<file path="src/rtl/dshp_params.svh">
// Address map, reset values and timing counts of the host bus port.
`ifndef DSHP_PARAMS_SVH
`define DSHP_PARAMS_SVH
`define DSHP_OFS_TX_NOM   8'h28
`define DSHP_OFS_TX_LVL   8'h29
`define DSHP_OFS_TMR_BASE 8'h40
`define DSHP_TMR_MASK     8'hF0
`define DSHP_OFS_TMR_EN   8'h50
`define DSHP_OFS_TMR_STAT 8'h51
`define DSHP_OFS_IRQ_MASK 8'h52
`define DSHP_OFS_IND_ADDR 8'h7B
`define DSHP_OFS_WIN_BASE 8'h7C
`define DSHP_WIN_MASK     8'hFC
`define DSHP_IND_WR_BIT   7
`define DSHP_TX_LVL_RST   8'h00
`define DSHP_TX_NOM_DEF   8'h40
`define DSHP_WAIT_CYC     4'h2
`define DSHP_TICK_DIV     16'h0014
`define DSHP_PIN_IDLE     22'h380000
`endif

</file>
<file path="src/rtl/dshp_pkg.sv">
// Types shared by the host bus port.
package dshp_pkg;
    typedef enum logic [1:0] {
        DSHP_IDLE = 2'b00,
        DSHP_WAIT = 2'b01,
        DSHP_DONE = 2'b10
    } dshp_state_t;
endpackage : dshp_pkg
</file>
<file path="src/rtl/dshp_host_bus_port.sv">
// Host bus port: strobe decode, register map, timers and indirect window.
// Operation
// RULE_01 - Full 8-bit address decode over a 256-byte space.
// RULE_02 - Locations outside the direct map reached through index and window.
// RULE_03 - Style strap picks separate strobes or data strobe with direction.
// RULE_04 - Shared-bus strap picks latched multiplexed address or separate bus.
// RULE_05 - Multibyte values place the low byte at the lower address.
// RULE_06 - Ready is held low for wait states until the access completes.
// RULE_07 - Interrupt line asserted while an unmasked timer event is pending.
// RULE_08 - Eight 16-bit timers and ten meters controlled and read here.
// RULE_09 - Offset 0x28 returns the fixed factory nominal transmit gain.
// RULE_10 - Offset 0x29 holds the writable transmit level setting.
// RULE_11 - Style low uses read and write strobes, high uses data strobe.
// RULE_12 - Indirect data moves through window bytes 0x7C to 0x7F, byte 0 first.
`include "dshp_params.svh"
module dshp_host_bus_port #(
    parameter logic [7:0]  TX_NOMINAL = `DSHP_TX_NOM_DEF, // Arbitrary value.
    parameter logic [15:0] TICK_DIV   = `DSHP_TICK_DIV,
    parameter int          NUM_TMR    = 8,
    parameter int          NUM_MTR    = 10
) (
    input  wire logic                  mclk_i,
    input  wire logic                  rst_i,
    input  wire logic                  cs_n_i,
    input  wire logic                  rd_ds_n_i,
    input  wire logic                  wr_rw_i,
    input  wire logic                  ale_i,
    input  wire logic [7:0]            addr_i,
    input  wire logic [7:0]            ad_i,
    input  wire logic                  bus_style_select_i,
    input  wire logic                  shared_addr_data_select_i,
    input  wire logic [NUM_MTR*16-1:0] meter_i,
    output logic      [7:0]            ad_o,
    output logic                       ad_oe_o,
    output logic                       ready_o,
    output logic                       ready_oe_o,
    output logic                       irq_o,
    output logic                       irq_oe_o,
    output logic      [7:0]            tx_level_o
);
    // ==========================================================
    // Pin synchronisers
    // ==========================================================
    // Host pins are asynchronous to the device clock, so everything is
    // resynchronised; the cost is a few cycles of ready latency.
    logic [21:0] pin_s1_q;
    logic [21:0] pin_s2_q;
    always_ff @(posedge mclk_i) begin
        if (rst_i) begin
            // Idle levels of the pins, so no false latch pulse follows reset.
            pin_s1_q <= `DSHP_PIN_IDLE;
            pin_s2_q <= `DSHP_PIN_IDLE;
        end else begin
            pin_s1_q <= {cs_n_i, rd_ds_n_i, wr_rw_i, ale_i, addr_i, ad_i,
                         bus_style_select_i, shared_addr_data_select_i};
            pin_s2_q <= pin_s1_q;
        end
    end
    wire       cs_n_s   = pin_s2_q[21];
    wire       rd_ds_s  = pin_s2_q[20];
    wire       wr_rw_s  = pin_s2_q[19];
    wire       ale_s    = pin_s2_q[18];
    wire [7:0] addr_s   = pin_s2_q[17:10];
    wire [7:0] ad_s     = pin_s2_q[9:2];
    wire       style_s  = pin_s2_q[1];
    wire       shared_s = pin_s2_q[0];

    // ==========================================================
    // Strobe decode and access sequencer
    // ==========================================================
    wire rd_act = style_s ? (!rd_ds_s && wr_rw_s) : !rd_ds_s; // [RULE_03] [RULE_11]
    wire wr_act = style_s ? (!rd_ds_s && !wr_rw_s) : !wr_rw_s; // [RULE_03] [RULE_11]
    wire acc    = !cs_n_s && (rd_act || wr_act);

    dshp_pkg::dshp_state_t st_q, st_d;
    logic [3:0] cnt_q;
    logic [7:0] a_q;
    logic [7:0] alat_q;
    logic       is_wr_q;
    wire  start  = (st_q == dshp_pkg::DSHP_IDLE) && acc && !ale_s;
    wire  commit = (st_q == dshp_pkg::DSHP_WAIT) && (cnt_q == 4'h1);
    wire  wr_cm  = commit && is_wr_q;
    wire  rd_cm  = commit && !is_wr_q;
    wire [7:0] a_sel = shared_s ? alat_q : addr_s; // [RULE_04]

    always_comb begin
        case (st_q)
            dshp_pkg::DSHP_IDLE: st_d = start ? dshp_pkg::DSHP_WAIT : st_q;
            dshp_pkg::DSHP_WAIT: st_d = commit ? dshp_pkg::DSHP_DONE : st_q;
            dshp_pkg::DSHP_DONE: st_d = acc ? st_q : dshp_pkg::DSHP_IDLE;
            default:             st_d = dshp_pkg::DSHP_IDLE;
        endcase
    end

    always_ff @(posedge mclk_i) begin
        if (rst_i) begin
            st_q    <= dshp_pkg::DSHP_IDLE;
            cnt_q   <= 4'h0;
            a_q     <= 8'h00;
            alat_q  <= 8'h00;
            is_wr_q <= 1'b0;
        end else begin
            st_q   <= st_d;
            alat_q <= ale_s ? ad_s : alat_q; // [RULE_04]
            if (start) begin
                cnt_q   <= `DSHP_WAIT_CYC;
                a_q     <= a_sel; // [RULE_01]
                is_wr_q <= wr_act;
            end else if (st_q == dshp_pkg::DSHP_WAIT) begin
                cnt_q <= cnt_q - 4'h1;
            end
        end
    end

    // ==========================================================
    // Register file
    // ==========================================================
    logic [7:0]  tx_lvl_q;
    logic [7:0]  tmr_en_q;
    logic [7:0]  stat_q;
    logic [7:0]  mask_q;
    logic [7:0]  ind_q;
    logic [7:0]  win_q [4];
    logic [15:0] tmr_ld_q  [NUM_TMR];
    logic [15:0] tmr_cnt_q [NUM_TMR];
    logic [15:0] tick_q;
    logic [7:0]  exp_ev;
    logic [15:0] item [32];

    wire        in_tmr  = (a_q & `DSHP_TMR_MASK) == `DSHP_OFS_TMR_BASE;
    wire        in_win  = (a_q & `DSHP_WIN_MASK) == `DSHP_OFS_WIN_BASE;
    wire        wr_ind  = wr_cm && (a_q == `DSHP_OFS_IND_ADDR);
    wire        ind_ld  = wr_ind && !ad_s[`DSHP_IND_WR_BIT];
    wire        ind_st  = wr_ind && ad_s[`DSHP_IND_WR_BIT];
    wire [15:0] ind_val = item[ad_s[4:0]];
    wire        tick    = (tick_q == 16'h0000);
    wire [15:0] tmr_sel = tmr_ld_q[a_q[3:1]];

    // Indirect items: timers first, then meters, the rest read zero.
    for (genvar k = 0; k < 32; k++) begin : g_item
        if (k < NUM_TMR) begin : g_t
            assign item[k] = tmr_cnt_q[k];
        end else if (k < NUM_TMR + NUM_MTR) begin : g_m
            assign item[k] = meter_i[(k-NUM_TMR)*16 +: 16]; // [RULE_08]
        end else begin : g_z
            assign item[k] = 16'h0000;
        end
    end

    always_ff @(posedge mclk_i) begin
        if (rst_i) begin
            tx_lvl_q <= `DSHP_TX_LVL_RST;
            tmr_en_q <= 8'h00;
            stat_q   <= 8'h00;
            mask_q   <= 8'h00;
            ind_q    <= 8'h00;
            tick_q   <= 16'h0000;
        end else begin
            tick_q <= tick ? TICK_DIV - 16'h0001 : tick_q - 16'h0001;
            if (wr_cm && a_q == `DSHP_OFS_TX_LVL) begin
                tx_lvl_q <= ad_s; // [RULE_10]
            end
            if (wr_cm && a_q == `DSHP_OFS_TMR_EN) begin
                tmr_en_q <= ad_s;
            end
            if (wr_cm && a_q == `DSHP_OFS_IRQ_MASK) begin
                mask_q <= ad_s;
            end
            if (wr_ind) begin
                ind_q <= ad_s;
            end
            // A new event outranks a write-one clear in the same cycle.
            stat_q <= (stat_q & ~((wr_cm && a_q == `DSHP_OFS_TMR_STAT)
                      ? ad_s : 8'h00)) | exp_ev; // [RULE_08]
        end
    end

    // Window bytes: written by the host or filled by an indirect load.
    for (genvar w = 0; w < 4; w++) begin : g_win
        always_ff @(posedge mclk_i) begin
            if (rst_i) begin
                win_q[w] <= 8'h00;
            end else if (ind_ld) begin
                win_q[w] <= (w < 2) ? ind_val[w*8 +: 8] : 8'h00; // [RULE_12]
            end else if (wr_cm && in_win && a_q[1:0] == 2'(w)) begin
                win_q[w] <= ad_s; // [RULE_12]
            end
        end
    end

    // Down-counting timers; a stored window may preset a running count.
    for (genvar t = 0; t < NUM_TMR; t++) begin : g_tmr
        wire hit = wr_cm && in_tmr && a_q[3:1] == 3'(t);
        assign exp_ev[t] = tmr_en_q[t] && tick && tmr_cnt_q[t] == 16'h0001;
        always_ff @(posedge mclk_i) begin
            if (rst_i) begin
                tmr_ld_q[t]  <= 16'h0000;
                tmr_cnt_q[t] <= 16'h0000;
            end else begin
                if (hit && !a_q[0]) begin
                    tmr_ld_q[t][7:0] <= ad_s; // [RULE_05]
                end
                if (hit && a_q[0]) begin
                    tmr_ld_q[t][15:8] <= ad_s; // [RULE_05]
                end
                if (ind_st && ad_s[4:0] == 5'(t)) begin
                    tmr_cnt_q[t] <= {win_q[1], win_q[0]}; // [RULE_02]
                end else if (!tmr_en_q[t]) begin
                    tmr_cnt_q[t] <= tmr_ld_q[t];
                end else if (tick) begin
                    tmr_cnt_q[t] <= (tmr_cnt_q[t] <= 16'h0001)
                                    ? tmr_ld_q[t]
                                    : tmr_cnt_q[t] - 16'h0001; // [RULE_08]
                end
            end
        end
    end

    // ==========================================================
    // Read data and pin drivers
    // ==========================================================
    // Unmapped addresses read zero so that every byte answers.
    wire [7:0] rd_data =
        (a_q == `DSHP_OFS_TX_NOM)   ? TX_NOMINAL :              // [RULE_09]
        (a_q == `DSHP_OFS_TX_LVL)   ? tx_lvl_q :
        in_tmr ? (a_q[0] ? tmr_sel[15:8] : tmr_sel[7:0]) :      // [RULE_05]
        (a_q == `DSHP_OFS_TMR_EN)   ? tmr_en_q :
        (a_q == `DSHP_OFS_TMR_STAT) ? stat_q :
        (a_q == `DSHP_OFS_IRQ_MASK) ? mask_q :
        (a_q == `DSHP_OFS_IND_ADDR) ? ind_q :
        in_win ? win_q[a_q[1:0]] : 8'h00;                       // [RULE_01]

    logic [7:0] ad_q;
    logic       ad_oe_q;
    logic       rdy_oe_q;
    logic       irq_oe_q;
    logic       low_q;
    always_ff @(posedge mclk_i) begin
        if (rst_i) begin
            ad_q     <= 8'h00;
            ad_oe_q  <= 1'b0;
            rdy_oe_q <= 1'b0;
            irq_oe_q <= 1'b0;
            low_q    <= 1'b0;
        end else begin
            ad_q     <= rd_cm ? rd_data : ad_q;
            ad_oe_q  <= (rd_cm || ad_oe_q) && st_d != dshp_pkg::DSHP_IDLE;
            rdy_oe_q <= st_d == dshp_pkg::DSHP_WAIT; // [RULE_06]
            irq_oe_q <= |(stat_q & mask_q); // [RULE_07]
            low_q    <= 1'b0;
        end
    end
    assign ad_o       = ad_q;
    assign ad_oe_o    = ad_oe_q;
    assign ready_o    = low_q;
    assign ready_oe_o = rdy_oe_q;
    assign irq_o      = low_q;
    assign irq_oe_o   = irq_oe_q;
    assign tx_level_o = tx_lvl_q;
endmodule : dshp_host_bus_port

</file>
<file path="config.mk">
export PLATFORM = sky130hd
export DESIGN_NAME = dshp_host_bus_port
export DESIGN_NICKNAME = d
export VERILOG_FILES = /design/src/rtl/dshp_pkg.sv /design/src/rtl/dshp_host_bus_port.sv
export VERILOG_INCLUDE_DIRS = /design/src /design/src/rtl
export SDC_FILE = /design/constraint.sdc
export NUM_CORES = 1
export LEC_CHECK = 0
export ABC_AREA = 1
export BUFFER_PORTS_ARGS = -buffer_cell sky130_fd_sc_hd__buf_2
export CORE_MARGIN = 2
export CORE_UTILIZATION = 29
export DETAILED_ROUTE_END_ITERATION = 8
export GPL_TIMING_DRIVEN = 1
export HOLD_SLACK_MARGIN = 0.12
export PLACE_DENSITY = 0.47
export SKIP_CTS_REPAIR_TIMING = 1
export SKIP_LAST_GASP = 1
export SLEW_MARGIN = 20
export SYNTH_ARGS = -nofsm -noshare
export SYNTH_HDL_FRONTEND = slang
export SYNTH_SLANG_ARGS = --single-unit
</file>
<file path="constraint.sdc">
create_clock -name mclk_i -period 6.8 [get_ports mclk_i]
set_clock_uncertainty 0.1 [all_clocks]
set_input_delay 1.36 -clock mclk_i [delete_from_list [all_inputs] [get_ports mclk_i]]
set_output_delay 1.36 -clock mclk_i [all_outputs]
set_load 0.01 [all_outputs]
</file>
==> metrics <==
layout net count=between 3,000 and 4,000; setup_tns=0 ns; max-cap violations=0; asr flop ratio synth=0; critical path capture point type=flip-flop; first-pass GRT wire length=157,000 um; ANT nets after route=0; Leakage=around 12 nW; # rows=109; DRC viols=0; TritonRoute pass-1 iters=6; CP max-delay cell=a21oi_2; Avg Cell Area, Syn=roughly 7.3 um2; Critical Path RT=6.95 ns; worst endpoint data arrival time=3.76 ns; Core Area=approximately 89,000 um2; root buf cell=clkbuf_16; crit start category=flip-flop; CP Max Fanout=18; CTS tree=yes; Num CTS Buffers=51; Die Y=between 300 and 400 um; proportion of layout cells with a drive suffix above 1=0.122; top-count cell post-synth=nand2_1; die area=a little over 90,000 um2; power consumption=between 0.006 and 0.007 W; DRT Wirelength=109,000 um; Final period util=0.531; grt ovf=0; largest net degree at the start of global routing=65; area grow syn2layout=14.7%; Clock Sinks=between 400 and 500; EDFF count, synth=between 200 and 300; initial DRC count=between 2,000 and 3,000; post-synthesis instance total=~3,600; Synth Flop Type=edfxtp_1; unrepaired setup endpoints after global routing=false; vias in the first global route=23,600; Post-Syn Area=approximately 26,000 um2; die width=slightly above 300 um; final worst slack=approximately 3.2 ns; Slew @ Worst Pin=0.980 ns; Clock transition at path regs=0.06 ns; Synth warnings=0; clk_lat worst skew=0.62 ns; dominant cell type by area after synthesis=edfxtp_1; GRT Util Overall=0.231; total vias in the final route=around 25,000; WS Path Type=reg -> reg; Slew Viols, Final=0; pre-CTS setup slack=2.64 ns; antenna violations before repair=1; initial cell density of the core=0.293; Area contributors post-synth=edfxtp_1 33%, nand2_1 15%, dfxtp_1 11%; most common cell type on the critical path=nand2_1; PwrDens=about 230 nW/um2; sequential share of the synthesized area=0.439; H-tree levels=2; GP Congestion=just over 0.9; FF+latch count, synth=426; endpoints failing hold=0; Buf/Inv on CP=2; Slew HR=0.344; Top Ports=just over 200; # port buffers=202; outcome=finished clean; via/cell ratio=between 5 and 6; f_max=between 200 and 300 MHz; Cell Chain, Critical Path=inv_1 > ha_1 > nand2_1 > nor2_1 > nand2_1 > nor2_8 > a21oi_2 > nand2_1 > inv_1 > nand3_1 > nand2_1; Commonest cells post-synth=1,028 x nand2_1, 499 x nor2_1, 375 x nand3_1; DR WL/cell=approximately 22 um; HP Class=reg -> reg; setup violation total in the final timing report=0; min Tclk post-route=~3.6 ns; Crit path max-delay family=simple AND/OR/NAND/NOR gates; Yosys top cell area share=0.332; Clock Tree Buf Depth=3; worst vdd ir=approximately 170 uV; Unique masters post-synth=54; slowest stage delay, CP=between 0.5 and 0.6 ns; dpl hpwl=a little under 80,000 um
-- flip-flops by register name, summed over array words and instances (netlist names), 16 cells and up, named ones only --
signal / count
tmr_cnt_q: 128
tmr_ld_q: 128
win_q: 32
pin_s1_q: 22
pin_s2_q: 22
tick_q: 16
-- kinds of logic after synthesis --
logic type                 Yosys count  share of synthesized area
AOI/OAI and AO/OA                  514                      0.114
adders and majority gates           20                    0.00962
DFF                                426                      0.439
xor gates and xnor gates            81                     0.0273
muxes                                8                    0.00308
and+or+nand+nor                   2063                      0.336
buffers and inverters              459                     0.0710
other                                1                   0.000144
-- tightest hold or removal path, delay by kind of cell (launching register included) --
kind	cells	cell delay (ns)
buffers and inverters	1	0.04
AND/OR/NAND/NOR	1	0.03
flip-flops	1	0.29
-- path summary, 6_finish.rpt --
path                                         startpoint                        end  slack (ns)  cells after the start
worst max-delay path              cnt_q[1]$_SDFFE_PP0P_  win_q[2][0]$_SDFFCE_PN0P_        3.19                     11
worst min-delay path            pin_s1_q[13]$_SDFF_PP0_    pin_s2_q[13]$_SDFF_PP0_        0.30                      2
worst min register to register  pin_s1_q[13]$_SDFF_PP0_    pin_s2_q[13]$_SDFF_PP0_        0.30                      2
worst max register to register    cnt_q[1]$_SDFFE_PP0P_  win_q[2][0]$_SDFFCE_PN0P_        3.19                     11
-- routing by layer --
metal | global-route usage | vias to the layer above | wire [um]
met5 | 0 | - | 0
met3 | 0.0343 | 179 | 9820
li1 | - | 12100 | -
met4 | 0.0895 | 0 | 4400
met2 | 0.352 | 1201 | 46100
met1 | 0.328 | 11900 | 48700
-- layout by cell type (no fill, tap or decap), types with 43 or more instances in the layout --
| master | synthesis | final |
|---|---|---|
| xor2_1 | 43 | 43 |
| clkbuf_16 | 0 | 54 |
| nor2_1 | 499 | 498 |
| buf_4 | 17 | 49 |
| inv_1 | 261 | 255 |
| dfxtp_1 | 138 | 137 |
| buf_2 | 42 | 201 |
| nand2_1 | 1028 | 1025 |
| o21ai_0 | 230 | 230 |
| nand3_1 | 375 | 375 |
| a21oi_1 | 112 | 112 |
| o22ai_1 | 64 | 64 |
| edfxtp_1 | 288 | 288 |
-- where the power goes --
group | internal (W) | switching [W] | leakage [nW]
Combinational | 0.000317 | 0.000682 | 7.27
Clock | 0.00175 | 0.00120 | 0.877
Sequential | 0.00288 | 0.000123 | 4.28
Total | 0.00494 | 0.00201 | 12.4
-- metrics by stage --
stage / hold slack [ns] / utilization / cell area [um2] / cells
final: 0.302 / 0.337 / 29800 / 4898
after global routing: 0.324 / 0.337 / 29800 / 4897
after CTS: 0.306 / 0.336 / 29800 / 4897
after detailed placement: 0.294 / 0.316 / 28100 / 4801
after global placement: 0.293 / 0.316 / 28000 / 4801
after floorplan: 0.288 / - / 26000 / 3573
-- layout make-up --
type,count,area (um2)
multi-input combinational,2688,12800
antenna,1,2.50
tap,1165,1460
fill,9566,58800
timing repair buffer,250,1370
clock inverter,32,353
inverter,272,1020
sequential,426,11400
clock buffer,64,1420
Note: power is estimated with default switching activity, not from simulation.
